**src/hdl/fbo_pkg.sv**
```systemverilog
// Constants, types and level helpers for the frame buffer overflow controller
// Functional notes
// - Forward camera data fast, buffer when host lags
// - Occupancy readable as integer percent 0 to 100
// - Full buffer means overflow; further data discarded
// - Mid-frame overflow: shorter transfer, frame marked incomplete
// - Wholly discarded frame produces no transfer at all
// - Buffer-full flag reads 1 after overflow
// - Reading the buffer-full flag clears it; the code keeps it at 1 while the supervisor stays in overflow
// - Leave overflow below exit level, default 50.0
// - In overflow, every arriving frame lost, event raised
// - Events carry frame identity and timestamp
// - Above entry level 99.5: overflow now, truncate
// - Above 80.0: overflow after frame end, no hysteresis
// - Event packet: id bits 15:0, mask 47:32
// - Truncated and lost never together in one event
package fbo_pkg;

  // Buffer shape
  localparam int DATA_W     = 32;
  localparam int FIFO_DEPTH = 16;
  localparam int CNT_W      = 5;

  // Register byte addresses
  localparam logic [11:0] ADDR_FILL  = 12'h000;
  localparam logic [11:0] ADDR_FLAG  = 12'h004;
  localparam logic [11:0] ADDR_EXIT  = 12'h008;
  localparam logic [11:0] ADDR_ENTRY = 12'h00c;
  localparam logic [11:0] ADDR_SYNC  = 12'h010;
  localparam logic [11:0] ADDR_EVEN  = 12'h014;
  localparam logic [11:0] ADDR_STATE = 12'h018;

  // Levels are held in half-percent units, 0 to 200
  localparam logic [7:0]  EXIT_RST   = 8'h64;
  localparam logic [7:0]  ENTRY_RST  = 8'hc7;
  localparam logic [7:0]  SYNC_RST   = 8'ha0;

  // Event enable bits and reset value
  localparam int          EV_TRUNC   = 0;
  localparam int          EV_LOST    = 1;
  localparam int          EV_OK      = 2;
  localparam logic [2:0]  EVEN_RST   = 3'h3;

  // Event packet field positions
  localparam int          FID_LSB    = 0;
  localparam int          TRUNC_POS  = 32;
  localparam int          LOST_POS   = 33;

  // Scale factors for the occupancy arithmetic
  localparam logic [11:0] HALF_FULL  = 12'h0c8;
  localparam logic [11:0] PCT_FULL   = 12'h064;
  localparam logic [11:0] DEPTH_W    = 12'h010;

  // Overflow supervisor states, Gray along run, sync, ovf
  typedef enum logic [1:0] {
    ST_RUN  = 2'h0,
    ST_SYNC = 2'h1,
    ST_OVF  = 2'h3
  } ovf_state_t;

  // One buffered beat
  typedef struct packed {
    logic              pad;
    logic              incomplete;
    logic              sof;
    logic              eof;
    logic [DATA_W-1:0] data;
  } beat_t;

  // One overflow event
  typedef struct packed {
    logic [31:0] stamp;
    logic [63:0] packet;
  } event_t;

  // Unrounded occupancy strictly above a level
  function automatic logic lvl_above(logic [CNT_W-1:0] cnt, logic [7:0] lvl);
    return (12'(cnt) * HALF_FULL) > (12'(lvl) * DEPTH_W);
  endfunction

  // Unrounded occupancy strictly below a level
  function automatic logic lvl_below(logic [CNT_W-1:0] cnt, logic [7:0] lvl);
    return (12'(cnt) * HALF_FULL) < (12'(lvl) * DEPTH_W);
  endfunction

endpackage

```
**src/hdl/frame_buffer_overflow_ctrl.sv**
```systemverilog
// Frame buffer with fill-level overflow supervision and APB registers
module frame_buffer_overflow_ctrl
  import fbo_pkg::*;
(
  // Clock and reset
  input  wire logic              pclk,
  input  wire logic              presetn,
  // APB slave
  input  wire logic              psel,
  input  wire logic              penable,
  input  wire logic              pwrite,
  input  wire logic [11:0]       paddr,
  input  wire logic [31:0]       pwdata,
  output logic [31:0]            prdata,
  output logic                   pready,
  output logic                   pslverr,
  // Camera stream in
  input  wire logic              in_valid,
  input  wire logic              in_sof,
  input  wire logic              in_eof,
  input  wire logic [15:0]       in_frame_id,
  input  wire logic [DATA_W-1:0] in_data,
  // Stream toward the DMA engine
  output logic                   out_valid,
  input  wire logic              out_ready,
  output beat_t                  out_beat,
  // Overflow events
  output logic                   evt_valid,
  output event_t                 evt
);

  // ---- Buffer signals
  logic             fifo_wr_valid;  // Push into the buffer
  logic             fifo_wr_ready;  // Buffer has a free word
  beat_t            fifo_wr_data;   // Word being pushed
  logic             fifo_rd_valid;  // Buffer holds a word
  logic             fifo_rd_ready;  // Output stage takes it
  beat_t            fifo_rd_data;   // Word at the head
  logic [CNT_W-1:0] fifo_count;     // Words stored

  // ---- Register state
  logic [7:0]       exit_q;         // Exit level, half percent
  logic [7:0]       entry_q;        // Immediate entry level
  logic [7:0]       sync_q;         // Frame-aligned entry level
  logic [2:0]       ev_en_q;        // Event kinds enabled
  logic             flag_q;         // Sticky buffer-full flag
  logic             flag_d;

  // ---- Supervisor state
  ovf_state_t       state_q;
  ovf_state_t       state_d;
  logic             storing_q;      // Current frame is being kept
  logic             term_pend_q;    // Closing word owed to a cut frame
  logic [15:0]      fid_q;          // Identity of the frame in flight
  logic [31:0]      stamp_q;        // Free-running time base

  // ---- Output stage
  logic             out_valid_q;
  beat_t            out_beat_q;
  logic             evt_valid_q;
  event_t           evt_q;

  // ---- APB stage
  logic             pready_q;
  logic             pslverr_q;
  logic [31:0]      prdata_q;

  // The 16-word buffer between camera and DMA
  beat_fifo #(
    .W     ($bits(beat_t)),
    .DEPTH (FIFO_DEPTH)
  ) u_fifo (
    .clk      (pclk),
    .rst_n    (presetn),
    .wr_valid (fifo_wr_valid),
    .wr_ready (fifo_wr_ready),
    .wr_data  (fifo_wr_data),
    .rd_valid (fifo_rd_valid),
    .rd_ready (fifo_rd_ready),
    .rd_data  (fifo_rd_data),
    .count    (fifo_count)
  );

  // ---- Occupancy against the levels
  logic       above_entry;  // Immediate entry reached
  logic       above_sync;   // Frame-aligned entry reached
  logic       below_sync;   // Fell under frame-aligned level
  logic       below_exit;   // Fell under exit level
  logic [6:0] fill_pct;     // Integer percent, rounded down

  // Levels use the exact word count, only the report is rounded
  assign above_entry = lvl_above(fifo_count, entry_q);
  assign above_sync  = lvl_above(fifo_count, sync_q);
  assign below_sync  = lvl_below(fifo_count, sync_q);
  assign below_exit  = lvl_below(fifo_count, exit_q);
  assign fill_pct    = 7'((12'(fifo_count) * PCT_FULL) / DEPTH_W);

  // ---- Per-beat decisions
  logic beat_sof;   // Frame start beat offered
  logic beat_mid;   // Any later beat offered
  logic room;       // A data word may go in now
  logic imm_over;   // Must stop storing at once
  logic lost_hit;   // Whole frame discarded
  logic start_ok;   // Frame start kept
  logic trunc_hit;  // Frame cut partway
  logic mid_ok;     // Later beat kept
  logic push_data;  // Camera word goes in
  logic ends_ok;    // Frame closed complete
  logic term_push;  // Closing word for a cut frame

  // The closing word of a cut frame goes ahead of new data
  assign room      = fifo_wr_ready & ~term_pend_q;
  // No room at all is overflow whatever the levels say; a declared overflow
  // also cuts a frame that paused in a gap while the level was crossed
  assign imm_over  = above_entry | ~room | (state_q == ST_OVF);
  assign beat_sof  = in_valid & in_sof;
  assign beat_mid  = in_valid & ~in_sof;
  // Any state but run turns a new frame away entirely
  assign lost_hit  = beat_sof & ((state_q != ST_RUN) | imm_over);
  assign start_ok  = beat_sof & ~lost_hit;
  assign trunc_hit = beat_mid & storing_q & imm_over;
  assign mid_ok    = beat_mid & storing_q & ~imm_over;
  assign push_data = start_ok | mid_ok;
  assign ends_ok   = push_data & in_eof;
  assign term_push = term_pend_q & fifo_wr_ready;

  // ---- Buffer write word
  beat_t data_beat;  // Camera word as stored
  beat_t term_beat;  // Payload-free end marker

  assign data_beat.pad        = 1'b0;
  assign data_beat.incomplete = 1'b0;
  assign data_beat.sof        = in_sof;
  assign data_beat.eof        = in_eof;
  assign data_beat.data       = in_data;
  // Ends the shortened transfer and tags it incomplete
  assign term_beat.pad        = 1'b1;
  assign term_beat.incomplete = 1'b1;
  assign term_beat.sof        = 1'b0;
  assign term_beat.eof        = 1'b1;
  assign term_beat.data       = '0;
  assign fifo_wr_valid        = push_data | term_push;
  assign fifo_wr_data         = term_push ? term_beat : data_beat;

  // ---- Event contents
  logic        evt_fire;  // An enabled event happens now
  logic [15:0] evt_fid;   // Frame it concerns
  logic [63:0] evt_pkt;   // Packed event word

  // Lost comes only on a start beat, truncated only on a later one
  assign evt_fire = (lost_hit & ev_en_q[EV_LOST])
                  | (trunc_hit & ev_en_q[EV_TRUNC])
                  | (ends_ok & ev_en_q[EV_OK]);
  assign evt_fid  = in_sof ? in_frame_id : fid_q;
  assign evt_pkt  = (64'(evt_fid) << FID_LSB)
                  | (64'(trunc_hit) << TRUNC_POS)
                  | (64'(lost_hit) << LOST_POS);

  // ---- Overflow state sequencing
  always_comb begin
    state_d = state_q;
    case (state_q)
      // Normal flow
      ST_RUN: begin
        if (above_entry | trunc_hit | lost_hit) begin
          state_d = ST_OVF;
        end else if (above_sync & ~storing_q & ~start_ok) begin
          state_d = ST_SYNC;
        end
      end
      // Entered between frames, follows its own level
      ST_SYNC: begin
        if (above_entry) begin
          state_d = ST_OVF;
        end else if (below_sync | below_exit) begin
          state_d = ST_RUN;
        end
      end
      // Full overflow, held until the exit level
      ST_OVF: begin
        if (below_exit) begin
          state_d = ST_RUN;
        end
      end
      default: begin
        state_d = ST_RUN;
      end
    endcase
  end

  // State register
  always_ff @(posedge pclk or negedge presetn) begin
    if (!presetn) state_q <= ST_RUN;
    else          state_q <= state_d;
  end

  // Frame tracking: keep, cut or drop the frame in flight
  always_ff @(posedge pclk or negedge presetn) begin
    if (!presetn) begin
      storing_q <= 1'b0;
    end else if (start_ok) begin
      storing_q <= ~in_eof;
    end else if (trunc_hit | ends_ok) begin
      storing_q <= 1'b0;
    end
  end

  // A cut frame owes one closing word; it waits for room
  always_ff @(posedge pclk or negedge presetn) begin
    if (!presetn) begin
      term_pend_q <= 1'b0;
    end else if (trunc_hit) begin
      term_pend_q <= 1'b1;
    end else if (term_push) begin
      term_pend_q <= 1'b0;
    end
  end

  // Identity of the frame in flight, for events on later beats
  always_ff @(posedge pclk or negedge presetn) begin
    if (!presetn)      fid_q <= '0;
    else if (beat_sof) fid_q <= in_frame_id;
  end

  // Time base that stamps each event
  always_ff @(posedge pclk or negedge presetn) begin
    if (!presetn) stamp_q <= '0;
    else          stamp_q <= stamp_q + 32'h1;
  end

  // Event output, one cycle per event
  always_ff @(posedge pclk or negedge presetn) begin
    if (!presetn) begin
      evt_valid_q <= 1'b0;
      evt_q       <= '0;
    end else begin
      evt_valid_q <= evt_fire;
      if (evt_fire) begin
        evt_q.stamp  <= stamp_q;
        evt_q.packet <= evt_pkt;
      end
    end
  end

  // ---- Output stage toward DMA
  // A register here keeps the drain port free of buffer read paths
  assign fifo_rd_ready = ~out_valid_q | out_ready;

  always_ff @(posedge pclk or negedge presetn) begin
    if (!presetn) begin
      out_valid_q <= 1'b0;
      out_beat_q  <= '0;
    end else if (fifo_rd_ready) begin
      out_valid_q <= fifo_rd_valid;
      out_beat_q  <= fifo_rd_data;
    end
  end

  // ---- APB decode
  logic setup;      // First cycle of a transfer
  logic apb_done;   // Access phase completes this edge
  logic wr_done;    // Write takes effect
  logic rd_done;    // Read completes
  logic hit_fill;
  logic hit_flag;
  logic hit_exit;
  logic hit_entry;
  logic hit_sync;
  logic hit_even;
  logic hit_state;
  logic hit_any;
  logic [31:0] rd_word;  // Word presented for a read

  assign setup     = psel & ~penable;
  assign apb_done  = psel & penable & pready_q;
  assign wr_done   = apb_done & pwrite;
  assign rd_done   = apb_done & ~pwrite;
  assign hit_fill  = (paddr == ADDR_FILL);
  assign hit_flag  = (paddr == ADDR_FLAG);
  assign hit_exit  = (paddr == ADDR_EXIT);
  assign hit_entry = (paddr == ADDR_ENTRY);
  assign hit_sync  = (paddr == ADDR_SYNC);
  assign hit_even  = (paddr == ADDR_EVEN);
  assign hit_state = (paddr == ADDR_STATE);
  assign hit_any   = hit_fill | hit_flag | hit_exit | hit_entry
                   | hit_sync | hit_even | hit_state;

  // Read mux; unused bits read zero
  assign rd_word = ({32{hit_fill}}  & 32'(fill_pct))
                 | ({32{hit_flag}}  & 32'(flag_q))
                 | ({32{hit_exit}}  & 32'(exit_q))
                 | ({32{hit_entry}} & 32'(entry_q))
                 | ({32{hit_sync}}  & 32'(sync_q))
                 | ({32{hit_even}}  & 32'(ev_en_q))
                 | ({32{hit_state}} & 32'({fifo_count, state_q}));

  // Bus answer: ready in the first access cycle, no wait states
  always_ff @(posedge pclk or negedge presetn) begin
    if (!presetn) begin
      pready_q  <= 1'b0;
      pslverr_q <= 1'b0;
      prdata_q  <= '0;
    end else begin
      pready_q  <= setup;
      pslverr_q <= setup & ~hit_any;
      if (setup) prdata_q <= pwrite ? 32'h0 : rd_word;
    end
  end

  // Writable levels and event enables
  always_ff @(posedge pclk or negedge presetn) begin
    if (!presetn) begin
      exit_q  <= EXIT_RST;
      entry_q <= ENTRY_RST;
      sync_q  <= SYNC_RST;
      ev_en_q <= EVEN_RST;
    end else if (wr_done) begin
      if (hit_exit)  exit_q  <= pwdata[7:0];
      if (hit_entry) entry_q <= pwdata[7:0];
      if (hit_sync)  sync_q  <= pwdata[7:0];
      if (hit_even)  ev_en_q <= pwdata[2:0];
    end
  end

  // Sticky flag: a new overflow wins over the clearing read.
  // Only a 1 that was actually returned is cleared, so an overflow
  // landing between the two bus phases is never lost.
  logic flag_set;
  logic flag_clr;

  assign flag_set = lost_hit | trunc_hit | (state_d == ST_OVF);
  assign flag_clr = rd_done & hit_flag & prdata_q[0];
  assign flag_d   = flag_set | (flag_q & ~flag_clr);

  always_ff @(posedge pclk or negedge presetn) begin
    if (!presetn) flag_q <= 1'b0;
    else          flag_q <= flag_d;
  end

  // ---- Outputs, all straight from flip-flops
  assign prdata    = prdata_q;
  assign pready    = pready_q;
  assign pslverr   = pslverr_q;
  assign out_valid = out_valid_q;
  assign out_beat  = out_beat_q;
  assign evt_valid = evt_valid_q;
  assign evt       = evt_q;

endmodule // frame_buffer_overflow_ctrl

```
**src/hdl/beat_fifo.sv**
```systemverilog
// Synchronous FIFO with valid/ready on both sides and an occupancy count
module beat_fifo #(
  parameter int W     = 36,
  parameter int DEPTH = 16
) (
  // Clock and reset
  input  wire logic                       clk,
  input  wire logic                       rst_n,
  // Fill side
  input  wire logic                       wr_valid,
  output logic                            wr_ready,
  input  wire logic [W-1:0]               wr_data,
  // Drain side
  output logic                            rd_valid,
  input  wire logic                       rd_ready,
  output logic [W-1:0]                    rd_data,
  // Stored words
  output logic [$clog2(DEPTH):0]          count
);
  localparam int AW = $clog2(DEPTH);

  logic [W-1:0] mem [DEPTH];  // Storage
  logic [AW:0]  wp_q;         // Write pointer, wrap bit on top
  logic [AW:0]  rp_q;         // Read pointer, wrap bit on top
  logic         do_wr;
  logic         do_rd;

  // Full when pointers differ only in the wrap bit
  assign count    = wp_q - rp_q;
  assign wr_ready = (count != (AW+1)'(DEPTH));
  assign rd_valid = (count != '0);
  assign rd_data  = mem[rp_q[AW-1:0]];
  assign do_wr    = wr_valid & wr_ready;
  assign do_rd    = rd_valid & rd_ready;

  // Pointers
  always_ff @(posedge clk or negedge rst_n) begin
    if (!rst_n) begin
      wp_q <= '0;
      rp_q <= '0;
    end else begin
      if (do_wr) wp_q <= wp_q + 1'b1;
      if (do_rd) rp_q <= rp_q + 1'b1;
    end
  end

  // Storage carries no reset
  always_ff @(posedge clk) begin
    if (do_wr) mem[wp_q[AW-1:0]] <= wr_data;
  end

endmodule // beat_fifo

```
**config.mk**
```make
export PLATFORM = sky130hd
export DESIGN_NAME = frame_buffer_overflow_ctrl
export DESIGN_NICKNAME = d
export VERILOG_FILES = /design/src/hdl/fbo_pkg.sv /design/src/hdl/frame_buffer_overflow_ctrl.sv /design/src/hdl/beat_fifo.sv
export SDC_FILE = /design/constraint.sdc
export NUM_CORES = 1
export LEC_CHECK = 0
export ABC_AREA = 0
export BUFFER_PORTS_ARGS = -buffer_cell sky130_fd_sc_hd__buf_2
export CORE_MARGIN = 3
export CORE_UTILIZATION = 35
export CTS_BUF_LIST = sky130_fd_sc_hd__clkbuf_8
export CTS_CLUSTER_DIAMETER = 60
export DETAILED_ROUTE_END_ITERATION = 12
export GPL_TIMING_DRIVEN = 0
export PLACE_DENSITY = 0.55
export SYNTH_ARGS = -nofsm -noshare
export SYNTH_HDL_FRONTEND = slang
export SYNTH_SLANG_ARGS = --single-unit
```
**constraint.sdc**
```tcl
create_clock -name pclk -period 12.4 [get_ports pclk]
set_clock_uncertainty 0.05 [all_clocks]
set_input_delay 0 -clock pclk [delete_from_list [all_inputs] [get_ports pclk]]
set_output_delay 0 -clock pclk [all_outputs]
set_load 0.05 [all_outputs]
```
# [Yosys cells after proc, flatten, opt, wreduce, memory -nomap -nowiden]
# Memories as Yosys holds them, arrays and structs flattened. A register that Yosys moved wholly into a read port is not among the register bits.
# Index checks and enable logic that the tools add are counted.
[word_totals] ff_bits=222 latch_bits=0 mem_bits_rw=576 rom_bits=0 input_bits=101 output_inout_bits=168 word_cells=141 mem_count=1
[op_classes] n_addsub=4 n_mul=2 div_mod_pow=0 magnitude_cmp=4 eq_ne=10 shift=0 n_mux=15 bitwise=75 n_reduce_logical=11
[memory_table] memory="u_fifo.mem" words=16 word_bits=36 rd=1 rd_ports_with_merged_regs=1 write_ports=1 line="beat_fifo.sv:22" text="logic [W-1:0] mem [DEPTH];"
[ops] operator="32-bit bitwise OR" count=6
[ops] operator="32-bit by 8-bit AND with 32-bit output" count=3
[ops] operator="32-bit by 7-bit AND with 32-bit output" count=2
[ops] operator="12-bit by 5-bit equality test with 1-bit output, second input constant" count=3
[ops] operator="36-bit two-way mux" count=1
[ops] operator="33-bit by 34-bit bitwise OR with 34-bit output" count=1
[ops] operator="16-bit by 33-bit bitwise OR with 33-bit output" count=1
[ops] operator="32-bit by 1-bit adder with 32-bit output, second input constant" count=1
[ops] operator="32-bit by 1-bit AND with 32-bit output" count=1
[ops] operator="32-bit by 3-bit AND with 32-bit output" count=1
[ops] operator="32-bit two-way mux" count=1
[ops] operator="1-bit AND" count=26
[ops] operator="12-bit by 4-bit equality test with 1-bit output, second input constant" count=2
[ops] operator="12-bit greater-than comparator" count=2
[ops] operator="12-bit < comparator" count=2
[ops] operator="1-bit bitwise OR" count=21
[ops] operator="5-bit by 5-bit multiplier with 9-bit output, second input constant" count=2
[ops] operator="16-bit two-way mux" count=1
[ops] operator="1-bit inverter" count=13
[ops] operator="12-bit by 3-bit equality test with 1-bit output, second input constant" count=1
[ops] operator="12-bit zero test" count=1
[ops] operator="5-bit by 1-bit adder with 5-bit output, second input constant" count=2
[ops] operator="2-bit two-way mux" count=5
[ops] operator="2-bit AND reduction" count=4
[ops] operator="other kinds (10)" count=18

# [Longest topological paths before layout]
# Gate-level depths: netlist of run 1.
[logic_depth] ltp_word=18 ltp_mapped=27 mapped_depth_nobuf=24

# [Modules after synthesis]
# A second synthesis of run 1 with hierarchy kept.
[hier_totals] cells_unflattened=1864 hier_area_um2=31788.0
[by_module_without_submodules] module="beat_fifo" instances=1 cells_each=1077 area_each_um2=22607.9 seq_area_each_um2=17546.8
[by_module_without_submodules] module="frame_buffer_overflow_ctrl" instances=1 cells_each=787 area_each_um2=9180.1 seq_area_each_um2=4469.3

# [Worst setup path after synthesis of run 1]
# OpenSTA, ideal clock, no wires.
[synth_path] path_kind="register to register" startpoint="register u_fifo.rp_q[1]" endpoint="memory u_fifo.mem[11][0], enable pin" t_arrival_ps=9229 required_time_ps=11822 path_slack_ps=2593 path_stages_with_launch=26 n_path_buf=4 period_less_slack_ps=9807 path_cell_list="dfrtp_1 clkbuf_1 clkbuf_1 clkbuf_1 inv_1 fa_1 a21o_1 a21oi_1 xnor2_1 inv_1 xnor2_1 ha_1 ha_1 ha_1 a31oi_1 xnor2_1 and3_1 nor2_1 ha_1 a21oi_2 o21ai_1 a2111oi_4 o21ai_0 a21o_1 clkbuf_1 nor4b_1"
[synth_via] elab_chain_cells=15 word_cells_on_any_way=20 classes_between="add/sub: 1; mul: 1; order compare: 1; eq/ne: 1; mux: 2; bitwise: 14"
[synth_rtl] item="start: declaration" line="beat_fifo.sv:24" text="logic [AW:0] rp_q;"
[synth_rtl] item="start signal: assignment" line="beat_fifo.sv:43" text="if (do_rd) rp_q <= rp_q + 1'b1;"
[synth_rtl] item="5-bit subtractor *" line="beat_fifo.sv:29" text="assign count = wp_q - rp_q;"
[synth_rtl] item="branches (longest 11 deep; another with 12-bit greater-than comparator)"
[synth_rtl] item="1-bit AND *" line="beat_fifo.sv:33" text="assign do_wr = wr_valid & wr_ready;"
[synth_rtl] item="1-bit two-way mux *" line="beat_fifo.sv:49" text="if (do_wr) mem[wp_q[AW-1:0]] <= wr_data;"
[synth_rtl] item="1-bit two-way mux (implied by the code) *" line="beat_fifo.sv:49"
[synth_rtl] item="end: declaration" line="beat_fifo.sv:22"
# Every way passes the cells marked *.

# [Final worst setup path of run 1]
[layout_path] startpoint="register u_fifo.rp_q[1]" endpoint="memory u_fifo.mem[7][13], enable pin"
# Same word-level chain as after synthesis.

==> metrics.sh, run 1 <==
MAX_CLOCK_FREQ_MHz=106
DP_HPWL_UM=51800
POSTSYNTHCELLCOUNT=1656
POST_CTS_SETUP_BUFFER_COUNT=0
GRT_PASS1_VIAS=18200
SYNTH.CELL_AREA_UM2=30900
SYNTH_TOP_AREA_CELL='sky130_fd_sc_hd__edfxtp_1'
FINALCRITICALPERIOD_PS=9480
SEQ_POWER_SHARE_PCT=31.2
SYNTHTOLAYOUTAREAGROWTH_PCT=23.5
DIE_WIDTH_UM=303
FIN_WORST_HOLD_SLACK_PS=89.4
FINALWIRELENGTH_UM=77900
GR-USAGE-ALL-LAYERS_PCT=17.2
GLOBALROUTEOVERFLOWTOTAL=0
SYNTH-SEQ-CELLS=747
CRIT_TOP_CELL='sky130_fd_sc_hd__clkbuf_1'
DP_WORST_SETUP_SLACK_PS=2930
INITIAL_UTILIZATION_PCT=35.5
DIE-HEIGHT_UM=303
ROUTED_VIA_DENSITY=4.95
YOSYS-TOP-CELLS-AREA='sky130_fd_sc_hd__edfxtp_1, sky130_fd_sc_hd__dfrtp_1, sky130_fd_sc_hd__mux4_2, sky130_fd_sc_hd__mux2_2, sky130_fd_sc_hd__ha_1'
GRT_SETUP_UNREPAIRED='no'
CLOCK-SINKS=747
WORSTSKEWPAIRLATENCY_PS=800
DRC=0
FILLER_CELL_COUNT=7747
TRITONCTS='done'
EDFF_COUNT_SYNTH=560
GRT_START_MAX_NET_PINS=100
P_SW_uW=3650
CRITICAL-PATH-SLOWEST-CELL='sky130_fd_sc_hd__clkbuf_1'
ROUTE.VIAS.TOTAL=17300
INTERNAL-POWER_uW=5870
PLACE.GP.CONGESTION=0.817
MET1_LENGTH_UM=33100
CLK_SLEW_ON_WORST_S_H_PATHS_PS=60
HOLD_VIOLATIONS=0
DRT_ITER0_MARKERS=1238
HIGHEST-SIGNAL-LAYER='met4'
GRT_ANTENNA_BEFORE_REPAIR=2
SYN-MEAN-INSTANCE-AREA_UM2=18.7
TIMING_MAX_TRANSITION_VIOLATIONS_FINAL=0
FINISH.NET_COUNT=2373
IO_PINS=269
CTS_MADE_BUFFERS=133
DETAILED_ROUTE_WIRE_LENGTH_PER_CELL_UM=22.4
YOSYSUNIQUECELLTYPES=63
MET2_LENGTH_UM=38500
HTREE_LEVELS=4
WL_MET3_UM=4400
FINALWORSTSETUPSLACK_PS=2920
SEQ_AREA_FRAC_SYNTH_PCT=69.6
CRITICALPATHCATEGORY='reg2reg'
WORST-SLEW-PIN-TRANSITION_PS=1190
WORSTPATHMAXFANOUT=10
WORSTHOLDPATHTYPE='in2reg'
CTSLONGESTPATHBUFFERS=3
SLEW_HEADROOM_PCT=21.0
REPORT.FINAL.SETUP_VIOL=0
CP-START-KIND='register'
SW_FRAC_OF_TOTAL_PCT=38.4
YS_WARN_COUNT=0
ROUTE.ANTENNA.REMAINING_NETS=0
CRITPATHARRIVALTIME_PS=9900
CAP_VIOLATIONS=0
CORE_AREA_UM2=87200
POWER.SHARE.COMBINATIONAL_PCT=45.6
CRIT_PATH_MAX_DELAY_FAMILY='buffers and inverters'
P_PER_AREA_nW_PER_UM2=249
CTS_ROOT_BUFFER='sky130_fd_sc_hd__clkbuf_8'
STD_CELL_ROWS=108
WORST-ENDPOINT-REQUIRED_PS=12830
POST_ROUTE_CELLS_DRIVE_ABOVE_1_SHARE_PCT=37.7
FIN_UTIL_PCT=43.8
YS.FLOP_TYPE='sky130_fd_sc_hd__edfxtp_1'
GRT_PASS1_WL_UM=116000
WORST_PATH_LARGEST_CELL_DELAY_PS=680
CRITICAL_PATH.ENDPOINT_TYPE='register'
LAYOUT.CELLS.NON_FILLER=3483
POST-SYNTH-TOP-AREA-FRACTION_PCT=54.4
IR_DROP_V=0.000349
PLACE.PORT_BUFFERS=173
ASYNC_FLOP_SHARE_PCT=25.0
FIRSTDRTPASSITERS=5
WORST-PATH-BUF-INV=11
SEQ_AREA_UM2=21500
MULTI_INPUT_AREA_UM2=8770
POWER.LEAKAGE_uW=0.0144
LAYOUT_WORST_PATH_CYCLE_SHARE_PCT=76.4
PLACED_CELLS_INCL_TAPS=3128
RUN_STATUS='completed'
PWR-SHARE-CLK_PCT=23.2
DIEAREA_UM2=92000
-- routing by layer --
| layer | vias up | GRT usage, % |
|---|---|---|
| li1 | 7523 | - |
| met1 | 9029 | 22.6 |
| met2 | 565 | 28.4 |
| met3 | 136 | 3.49 |
| met4 | 0 | 5.87 |
| met5 | - | 0 |
-- synthesized netlist by cell type, types with 3 or more instances --
cell type / n
sky130_fd_sc_hd__dfrtp_1: 175
sky130_fd_sc_hd__nand4_1: 11
sky130_fd_sc_hd__and3_1: 6
sky130_fd_sc_hd__mux4_2: 175
sky130_fd_sc_hd__a21oi_1: 14
sky130_fd_sc_hd__nor3_1: 8
sky130_fd_sc_hd__buf_4: 74
sky130_fd_sc_hd__inv_1: 43
sky130_fd_sc_hd__buf_1: 14
sky130_fd_sc_hd__buf_2: 7
sky130_fd_sc_hd__nor2b_1: 39
sky130_fd_sc_hd__nand2b_1: 5
sky130_fd_sc_hd__a21o_1: 7
sky130_fd_sc_hd__mux2_2: 135
sky130_fd_sc_hd__edfxtp_1: 560
sky130_fd_sc_hd__mux2_4: 9
sky130_fd_sc_hd__and2_1: 3
sky130_fd_sc_hd__a22oi_1: 5
sky130_fd_sc_hd__xor2_1: 20
sky130_fd_sc_hd__o21ai_0: 22
sky130_fd_sc_hd__o211ai_1: 3
sky130_fd_sc_hd__nor3b_1: 3
sky130_fd_sc_hd__xnor2_1: 28
sky130_fd_sc_hd__nand2_1: 48
sky130_fd_sc_hd__o32ai_1: 3
sky130_fd_sc_hd__or3_1: 3
sky130_fd_sc_hd__a221oi_1: 6
sky130_fd_sc_hd__nand3_1: 21
sky130_fd_sc_hd__clkbuf_1: 44
sky130_fd_sc_hd__ha_1: 47
sky130_fd_sc_hd__nor4b_1: 4
sky130_fd_sc_hd__dfstp_2: 12
sky130_fd_sc_hd__mux2i_1: 6
sky130_fd_sc_hd__nor4_1: 6
sky130_fd_sc_hd__nor2_1: 51
-- registers in the layout, indices dropped and copies added, names as in the netlist, 2 cells and up --
signal / flops
exit_q: 8
entry_q: 8
stamp_q: 32
u_fifo.rp_q: 5
fid_q: 16
state_q: 2
u_fifo.mem: 560
out_beat: 35
sync_q: 8
evt: 50
u_fifo.wp_q: 5
prdata: 8
ev_en_q: 3
-- area by class of cell --
type | instances | area share [%]
clock buffer | 149 | 5.37
inverter | 44 | 0.433
antenna | 2 | 0.0131
tap | 1155 | 3.78
buffer | 141 | 2.19
sequential | 747 | 56.3
clock inverter | 89 | 1.41
timing repair buffer | 363 | 7.48
multi-input combinational | 793 | 23.0
-- cell usage in the layout (no fill, tap or decap), drive strengths merged, types with 7 or more instances in the layout --
cell type    count
nor4             7
dlygate4sd3    114
nor2            51
buf            346
clkinv          32
mux4           175
a21oi           16
o21ai           23
ha              47
conb            70
a21o             7
edfxtp         560
clkbuf         193
nand3           21
inv             93
dfstp           12
dfrtp          175
nor2b           39
nand2           48
mux2           144
nand4           11
nor3             9
xor2            20
xnor2           28
-- path summary, 6_finish.rpt --
path                                start           endpoint  slack (ps)  depth (start not counted)
setup / recovery           u_fifo.rp_q[1]  u_fifo.mem[7][13]        2920                         30
hold / removal             in_frame_id[4]             evt[4]          90                          4
setup reg to reg           u_fifo.rp_q[1]  u_fifo.mem[7][13]        2920                         30
hold reg to reg                 prdata[7]          prdata[7]         420                          2
max in group asynchronous         presetn       out_beat[27]       10880                          6
min in group asynchronous         presetn        out_beat[7]         250                          4
-- worst register-to-register path, delay by kind of cell, from the launching register on --
family,cells,cell delay (ps)
AND/OR/NAND/NOR,2,830
XOR/XNOR,3,550
flip-flops,1,360
AO/OA/AOI/OAI,9,1820
adder cells (fa/ha/maj),5,1770
buffers and inverters,11,3800
-- logic make-up after synthesis --
kind of cell | share of synthesized area (%)
flip-flops | 69.6
multiplexers | 18.3
AND/OR/NAND/NOR | 3.65
buffers and inverters | 3.23
AO/OA/AOI/OAI | 1.86
adder cells (fa/ha/maj) | 2.03
XOR/XNOR | 1.36
other | 0.0121
-- power groups by stage --
stage | sequential [uW] | clock (uW) | combinational (uW)
global route | 2980 | 2390 | 4820
global placement | 3020 | 0 | 4210
detailed placement | 3020 | 0 | 4350
finish | 2970 | 2210 | 4350
CTS | 2970 | 2280 | 4410
floorplan | 3220 | 0 | 2950
-- metrics by stage --
step / TNS (ps) / instance area (um^2) / total power [uW]
after detailed placement: 0 / 34400 / 7370
after floorplan: 0 / 31200 / 6170
after global placement: -1083050 / 33500 / 7240
final: 0 / 38200 / 9520
after global routing: 0 / 38200 / 10200
after CTS: 0 / 38200 / 9660
-- what timing repair did --
item | 4_1_cts | 5_1_grt
hold endpoints to repair | 789 | 0
gates resized for setup | 0 | 0
hold buffers | 115 | 0
Power figures use the tool's default switching activity.
==> run 2, diff against run 1 <==
ABC_AREA = 1   (was 0)
PLACE_DENSITY = 0.56   (was 0.55)
clock period = 8 ns   (was 12.4 ns; I/O delays follow)
==> run 2 against run 1 <==
Against the previous run: global-route usage is 3.1 points higher; core utilization fell by 0.69 points; final cell count up 28%; critical path depth rose by 1; largest power group unchanged.
==> metrics.sh, run 2 <==
LAYOUT_WORST_PATH_CYCLE_SHARE_PCT=93.1  # +17 points
YS.FLOP_TYPE='sky130_fd_sc_hd__edfxtp_1'
WORST-ENDPOINT-REQUIRED_PS=8570  # -4260 ps
WORST_HOLD_PATH.NUM_CELLS=7  # +3
YOSYS.CELL_COUNT.TOP_TYPE='sky130_fd_sc_hd__edfxtp_1'
CTS_RESIZED=0  # unchanged
MAX_CLOCK_FREQ_MHz=134  # +27%
SLEW_HEADROOM_PCT=9.75  # -11 points
FINALWIRELENGTH_UM=95600  # +23%
TIMING_MAX_TRANSITION_VIOLATIONS_FINAL=0  # unchanged
MIN_TO='entry_q[0]'
TRITONCTS='done'
WORSTHOLDPATHTYPE='in2reg'
SYNTHXORXNORAREAFRAC_PCT=1.23  # -0.13 points
CLOCK-SINKS=747  # unchanged
AREA_FRACTION_IN_COMPOUND_GATES_AFTER_SYNTHESIS_PCT=10.9  # +9.1 points
CTS_MADE_BUFFERS=121  # -9.0%
POSTLAYOUTCELLAREA_UM2=38200  # about the same
WORSTPATHMAXFANOUT=10  # unchanged
YS_TOP_CELLS_BY_COUNT='sky130_fd_sc_hd__edfxtp_1, sky130_fd_sc_hd__nor2_1, sky130_fd_sc_hd__nand2_1, sky130_fd_sc_hd__o21ai_0, sky130_fd_sc_hd__dfrtp_1'
GRT_START_MAX_NET_PINS=80  # -20%
HOLDCRITSTARTPOINT='paddr[10]'
FIRSTDRTPASSITERS=5  # unchanged
FINALCRITICALPERIOD_PS=7450  # -2030 ps
DIE_WIDTH_UM=305  # +0.58%
POST_ROUTE_CELLS_DRIVE_ABOVE_1_SHARE_PCT=15.2  # -22 points
CRIT_TOP_CELL='sky130_fd_sc_hd__nand2_1'
GRT_ANTENNA_BEFORE_REPAIR=2  # unchanged
GRT_PASS1_VIAS=22400  # +23%
REG2REG_PATH_DEPTH=31  # +3.3%
PLACE.PORT_BUFFERS=174  # +0.58%
YOSYS-TOP-CELLS-AREA='sky130_fd_sc_hd__edfxtp_1, sky130_fd_sc_hd__dfrtp_1, sky130_fd_sc_hd__o21ai_0, sky130_fd_sc_hd__nor2_1, sky130_fd_sc_hd__nand2_1'
DRT_ITER0_MARKERS=2105  # +70%
R2R-START='u_fifo.rp_q[2]'
DRC=0  # unchanged
CTS_ROOT_BUFFER='sky130_fd_sc_hd__clkbuf_8'
CAP_VIOLATIONS=0  # unchanged
DIEAREA_UM2=93000  # +1.2%
CTSLONGESTPATHBUFFERS=3  # unchanged
EDFF_COUNT_SYNTH=560  # unchanged
MOST-COMMON-LAYOUT-CELLS='sky130_fd_sc_hd__edfxtp_1, sky130_fd_sc_hd__nor2_1, sky130_fd_sc_hd__nand2_1'
DIE-HEIGHT_UM=305  # +0.58%
CRITICAL-PATH-SLOWEST-CELL='sky130_fd_sc_hd__dlygate4sd3_1'
SYN-MEAN-INSTANCE-AREA_UM2=11.7  # -38%
SYNTH_ADDER_AREA_SHARE_PCT=2.01  # -0.024 points
POSTSYNTHCELLCOUNT=2681  # +62%
LARGEST_REG_FLOPS=560  # unchanged
LAYOUT_COMMONEST_CELL='sky130_fd_sc_hd__edfxtp_1'
RUN_STATUS='completed'
GLOBALROUTEOVERFLOWTOTAL=0  # unchanged
POWER.LEAKAGE_uW=0.0150  # +4.1%
SETUP.REG_TO_REG.WORST_SLACK_PS=550  # -2370 ps
TIMING.RR.END='evt[2]'
FIN_UTIL_PCT=43.1  # -0.69 points
WORST_PATH_LARGEST_CELL_DELAY_PS=560  # -120 ps
IR_DROP_V=0.000641  # +84%
GR-USAGE-ALL-LAYERS_PCT=20.3  # +3.1 points
ROUTE.ANTENNA.REMAINING_NETS=0  # unchanged
PLACE.GP.CONGESTION=0.818  # about the same
IO_PINS=269  # unchanged
CRITICAL_PATH.ENDPOINT_TYPE='register'
POWER_uW=15000  # +58%
CORE_AREA_UM2=88500  # +1.6%
SYNTH.CELL_AREA_UM2=31300  # +1.2%
CP-START-KIND='register'
ASYNC_FLOP_SHARE_PCT=25.0  # unchanged
SYNTH_TOP_AREA_CELL='sky130_fd_sc_hd__edfxtp_1'
DETAILED_ROUTE_WIRE_LENGTH_PER_CELL_UM=21.4  # -4.4%
CLK_SLEW_ON_WORST_S_H_PATHS_PS=60  # about the same
POST-SYNTH-TOP-AREA-FRACTION_PCT=53.7  # -0.63 points
YS_WARN_COUNT=0  # unchanged
GRT_PASS1_WL_UM=142000  # +23%
FINISH.NET_COUNT=3354  # +41%
MUX_CELL_AREA_SHARE_AFTER_SYNTHESIS_PCT=0  # -18 points
GRT_SETUP_UNREPAIRED='no'
SYNTHTOLAYOUTAREAGROWTH_PCT=22.0
SYNTH-SEQ-CELLS=747  # unchanged
DP_HPWL_UM=63100  # +22%
SEQ_AREA_FRAC_SYNTH_PCT=68.7  # -0.81 points
FILLER_CELL_COUNT=8384  # +8.2%
HOLD_VIOLATIONS=0  # unchanged
CRITICALPATHCATEGORY='reg2reg'
DOMINANT_COMBINATIONAL_CELL_FAMILY_BY_AREA_AFTER_SYNTHESIS='simple AND/OR/NAND/NOR gates'
WORSTSKEWPAIRLATENCY_PS=750  # -50 ps
YOSYSUNIQUECELLTYPES=47  # -25%
ROUTED_VIA_DENSITY=5.05  # +1.9%
CRITPATHARRIVALTIME_PS=8010  # -1890 ps
REPORT.FINAL.SETUP_VIOL=0  # unchanged
WORST-SLEW-PIN-TRANSITION_PS=1350  # +163 ps
ROUTE.VIAS.TOTAL=22600  # +31%
P_PER_AREA_nW_PER_UM2=393  # +58%
INITIAL_UTILIZATION_PCT=35.4  # -0.13 points
HTREE_LEVELS=3  # -1
DPL-INSTANCE-AREA_UM2=34300  # -0.41%
STD_CELL_ROWS=109  # +0.93%
SYNTHSIMPLEGATEAREAFRAC_PCT=11.6  # +8.0 points
==> run 2: where the power goes <==
group	switching (uW)	total [uW]	leakage, uW	internal, uW
Combinational	4790	7000	0.00610	2210
Clock	1570	3310	0.00145	1740
Sequential	146	4690	0.00745	4540
==> run 2: layout make-up <==
type / instances / area, um^2 / area share, %
Sequential cell: 747 / 21500 / 56.4
Multi-Input combinational cell: 1632 / 8340 / 21.9
Timing Repair Buffer: 332 / 2700 / 7.07
Clock buffer: 148 / 2040 / 5.34
Tap cell: 1165 / 1460 / 3.82
Buffer: 214 / 1110 / 2.90
Inverter: 156 / 586 / 1.53
Clock inverter: 80 / 424 / 1.11
Antenna cell: 1 / 2.50 / 0.00656
==> run 2: timing repair <==
item / in CTS / in global routing
hold buffers: 140 / 0
endpoints found under the setup margin: 0 / 284
hold endpoints to repair: 820 / 0
buffers inserted: 0 / 0
==> run 2: per-stage QoR <==
| stage | setup TNS (ps) | worst slack (ps) | hold slack, ps | cells |
|---|---|---|---|---|
| 2_1_floorplan | 0 | 2070 | -346 | 2750 |
| 3_3_place_gp | -200340 | -508 | 172 | 4089 |
| 3_5_place_dp | 0 | 371 | -123 | 4107 |
| 4_1_cts | 0 | 211 | 4.26 | 4475 |
| 5_1_grt | 0 | 109 | 56.3 | 4475 |
| 6_report | 0 | 555 | 47.5 | 4475 |
==> run 2: cell families after synthesis <==
family | after synthesis
flops | 747
xor+xnor | 44
simple gates | 890
fa+ha+maj | 49
other cells | 1
compound gates | 579
buf+inv | 371
==> run 2: per-layer routing <==
layer / global-route usage, % / up-vias / routed length, um
met5: 0 / - / 7
met3: 4.25 / 169 / 8060
met2: 32.7 / 1012 / 44400
met4: 6.04 / 2 / 2550
li1: - / 10500 / -
met1: 27.7 / 10900 / 40600
==> run 2: worst max-delay path, delay by kind of cell (launching register included) <==
kind,cells,cell delay [ps]
compound gates,2,300
xor+xnor,3,950
fa+ha+maj,5,1690
buf+inv,7,2430
flops,1,550
simple gates,14,1330
==> run 2: worst max-delay path by stage <==
| stage | from | endpoint |
|---|---|---|
| after floorplan | u_fifo.rp_q[1] | u_fifo.mem[15][0] |
| after global placement | u_fifo.rp_q[1] | u_fifo.mem[15][28] |
| after detailed placement | u_fifo.rp_q[1] | u_fifo.mem[15][33] |
| after CTS | u_fifo.rp_q[1] | evt[2] |
| after global routing | u_fifo.rp_q[2] | evt[2] |
| final | u_fifo.rp_q[2] | evt[2] |
==> run 3, diff against run 2 <==
CORE_ASPECT_RATIO = 0.6   (was default)
SYNTH_HIERARCHICAL = 1   (was default)
==> run 3 against run 2 <==
Against the previous run: clock-buffer cell count shrank 11; global-route usage shrank 0.15 points; first-iteration DRC count rose by 19%; die area is 5.0% higher; hold slack gained 53 ps; final area rose by 3.9%; setup slack worse by 150 ps; synthesized area up 4.9%; final cell count grew 6.3%; power increased by 3.0%; clock power down 4%; largest cell class unchanged; highest routed layer is now met4.
==> metrics.sh, run 3 <==
WORSTPATHCELLLIST='buf_2 -> inv_2 -> clkbuf_1 -> ha_1 -> xor2_1 -> ha_1 -> ha_1 -> ha_1 -> ha_1 -> a31o_2 -> xor2_1 -> ha_1 -> a21o_1 -> nor2_1 -> nand2_1 -> nand2_2 -> nand4_2 -> nand3_1 -> nand2_1 -> inv_1 -> nand2_1 -> nor2_4 -> buf_12'
DIEAREA_UM2=97600  # +5.0%
LAYOUT_COMMONEST_CELL='sky130_fd_sc_hd__edfxtp_1'
ASYNC_FLOP_SHARE_PCT=24.6  # -0.43 points
FIRSTDRTPASSITERS=5  # unchanged
YS.FLOP_TYPE='sky130_fd_sc_hd__edfxtp_1'
ROUTED_VIA_DENSITY=5.01  # -0.75%
CRITICALPATHCATEGORY='reg2reg'
MAX_CLOCK_FREQ_MHz=132  # -1.9%
LAYOUT_WORST_PATH_CYCLE_SHARE_PCT=94.9  # +1.8 points
CRITICAL-PATH-SLOWEST-CELL='sky130_fd_sc_hd__xor2_1'
DRT_ITER0_MARKERS=2507  # +19%
HOLD_VIOLATIONS=0  # unchanged
GRT_START_MAX_NET_PINS=105  # +31%
SYNTH_TOP_AREA_CELL='sky130_fd_sc_hd__edfxtp_1'
WORSTPATHMAXFANOUT=20  # +10
DIE-HEIGHT_UM=243  # -20%
WORSTHOLDPATHTYPE='in2reg'
EDFF_COUNT_SYNTH=576  # +2.9%
YOSYS.CELL_COUNT.TOP_TYPE='sky130_fd_sc_hd__edfxtp_1'
CAP_VIOLATIONS=0  # unchanged
DP_WORST_SETUP_SLACK_PS=466  # +94.5 ps
IR_DROP_V=0.000568  # -11%
PLACE.PORT_BUFFERS=174  # unchanged
ROUTE.ANTENNA.REMAINING_NETS=0  # unchanged
WORST-ENDPOINT-REQUIRED_PS=8390  # -180 ps
SEQ_AREA_FRAC_SYNTH_PCT=67.1  # -1.7 points
GR-USAGE-ALL-LAYERS_PCT=20.1  # -0.15 points
YOSYS-TOP-CELLS-AREA='sky130_fd_sc_hd__edfxtp_1, sky130_fd_sc_hd__dfrtp_1, sky130_fd_sc_hd__nand2_1, sky130_fd_sc_hd__o21ai_0, sky130_fd_sc_hd__nor2_1'
CP-START-KIND='register'
GLOBALROUTEOVERFLOWTOTAL=0  # unchanged
FINISH.NET_COUNT=3568  # +6.4%
STD_CELL_ROWS=86  # -21%
HTREE_LEVELS=3  # unchanged
FIN_WORST_HOLD_SLACK_PS=101  # +53.5 ps
SETUP_TNS_PS=0  # unchanged
INITIAL_UTILIZATION_PCT=35.5  # +0.17 points
DP_HPWL_UM=67900  # +7.5%
WORST-SLEW-PIN-TRANSITION_PS=1350  # -3.82 ps
POST-SYNTH-TOP-AREA-FRACTION_PCT=52.7  # -1.1 points
POWER.LEAKAGE_uW=0.0160  # +6.7%
POSTSYNTHCELLCOUNT=2914  # +8.7%
CTS_MADE_BUFFERS=116  # -4.1%
SLEW_HEADROOM_PCT=10.0  # +0.26 points
GRT_SETUP_UNREPAIRED='no'
YOSYSUNIQUECELLTYPES=50  # +6.4%
REPORT.FINAL.SETUP_VIOL=0  # unchanged
ROUTE.VIAS.TOTAL=23800  # +5.5%
DIE_WIDTH_UM=401  # +32%
CLOCK-SINKS=764  # +2.3%
TIMING_MAX_TRANSITION_VIOLATIONS_FINAL=0  # unchanged
CTS_ROOT_BUFFER='sky130_fd_sc_hd__clkbuf_8'
FINALWIRELENGTH_UM=99700  # +4.2%
FIN_UTIL_PCT=42.9  # -0.24 points
POST_ROUTE_CELLS_DRIVE_ABOVE_1_SHARE_PCT=17.1  # +1.9 points
P_PER_AREA_nW_PER_UM2=390  # -0.81%
LARGEST_REG_FLOPS=576  # +2.9%
RUN_STATUS='completed'
GRT_PASS1_VIAS=22600  # +0.65%
SYNTH-SEQ-CELLS=764  # +2.3%
YS_WARN_COUNT=6  # +6
FINALWORSTSETUPSLACK_PS=408  # -147 ps
SYNTH.CELL_AREA_UM2=32800  # +4.9%
FINALCRITICALPERIOD_PS=7590  # +147 ps
SYNTHTOLAYOUTAREAGROWTH_PCT=20.7
WORST_PATH_LARGEST_CELL_DELAY_PS=780  # +220 ps
CRIT_TOP_CELL='sky130_fd_sc_hd__ha_1'
PLACE.GP.CONGESTION=0.885  # +8.2%
TRITONCTS='done'
CRITICAL_PATH.ENDPOINT_TYPE='register'
YS_TOP_CELLS_BY_COUNT='sky130_fd_sc_hd__edfxtp_1, sky130_fd_sc_hd__nand2_1, sky130_fd_sc_hd__nor2_1, sky130_fd_sc_hd__o21ai_0, sky130_fd_sc_hd__inv_1'
GRT_PASS1_WL_UM=147000  # +3.3%
DRC=0  # unchanged
WORSTSKEWPAIRLATENCY_PS=790  # +40 ps
DETAILED_ROUTE_WIRE_LENGTH_PER_CELL_UM=21.0  # -1.9%
MOST-COMMON-LAYOUT-CELLS='sky130_fd_sc_hd__edfxtp_1, sky130_fd_sc_hd__nand2_1, sky130_fd_sc_hd__nor2_1'
IO_PINS=269  # unchanged
CLK_SLEW_ON_WORST_S_H_PATHS_PS=70  # about the same
GRT_ANTENNA_BEFORE_REPAIR=3  # +1
CRITPATHARRIVALTIME_PS=7990  # -20 ps
SYN-MEAN-INSTANCE-AREA_UM2=11.3  # -3.5%
CORE_AREA_UM2=92400  # +4.4%
CTSLONGESTPATHBUFFERS=3  # unchanged
## run 3: critical path, delay by kind of cell, from the launching register on
kind                       cells  cell delay [ps]
AOI/OAI and AO/OA              2              430
xor gates and xnor gates       2             1220
adders and majority gates      6             1940
buffers and inverters          5             1520
DFF                            1              360
and+or+nand+nor                8             1710
## run 3: logic make-up (layout without fill, tap and decap cells)
family | after synthesis | in the layout | synth area share (%)
DFF | 764 | 764 | 67.1
muxes | 36 | 36 | 1.23
adders and majority gates | 49 | 49 | 1.91
buffers and inverters | 402 | 940 | 5.95
AOI/OAI and AO/OA | 533 | 533 | 9.08
and+or+nand+nor | 1089 | 1089 | 13.7
xor gates and xnor gates | 40 | 40 | 1.07
other | 1 | 74 | 0.0114
## run 3: final timing paths
path                           startpoint                end  slack, ps  cells after the start
max reg2reg                u_fifo/rp_q[2]  u_fifo/mem[7][16]        410                     23
min                                pwrite             flag_q        100                      6
max                        u_fifo/rp_q[2]  u_fifo/mem[7][16]        410                     23
min reg2reg                     prdata[1]          prdata[1]        430                      2
max in group asynchronous         presetn       out_beat[13]       6890                      4
min in group asynchronous         presetn         entry_q[7]        400                      3
## run 3: report_power, final
| part | switching, uW | total, uW | internal, uW | leakage, uW |
|---|---|---|---|---|
| logic | 5110 | 7530 | 2420 | 0.00703 |
| clock network | 1580 | 3170 | 1590 | 0.00136 |
| registers | 115 | 4750 | 4630 | 0.00763 |
| total | 6810 | 15500 | 8650 | 0.0160 |
## run 3: timing repair
action                     in CTS  in global routing
buffers inserted                0                  3
hold endpoints to repair      823                  0
resized for setup               0                  0
hold buffers                  117                  0
setup endpoints to repair       0                 15
## run 3: final cells by class
type                       instances  area, um^2
antenna                            4        10.0
buffer                           214        1250
clock buffer                     137        1890
clock inverter                    84         389
fill                            8823       52800
inverter                         188         706
multi-input combinational       1817        9210
sequential                       764       22000
tap                             1232        1540
timing repair buffer             317        2630
## run 3: through the flow
stage               area, um^2  power, uW  std cells
floorplan                33100       9750       2983
global placement         35500      11900       4389
detailed placement       36100      12100       4411
CTS                      39600      15400       4749
global route             39600      16500       4757
finish                   39600      15500       4757
## run 3: routing by layer
layer  global-route usage, %  part of all wire, %  vias to the layer above
li1                        -                    -                    11000
met1                    31.9                   49                    11700
met2                    26.8                   39                     1042
met3                    4.73                  9.7                      143
met4                    5.93                  2.2                        0
met5                       0                    0                        -
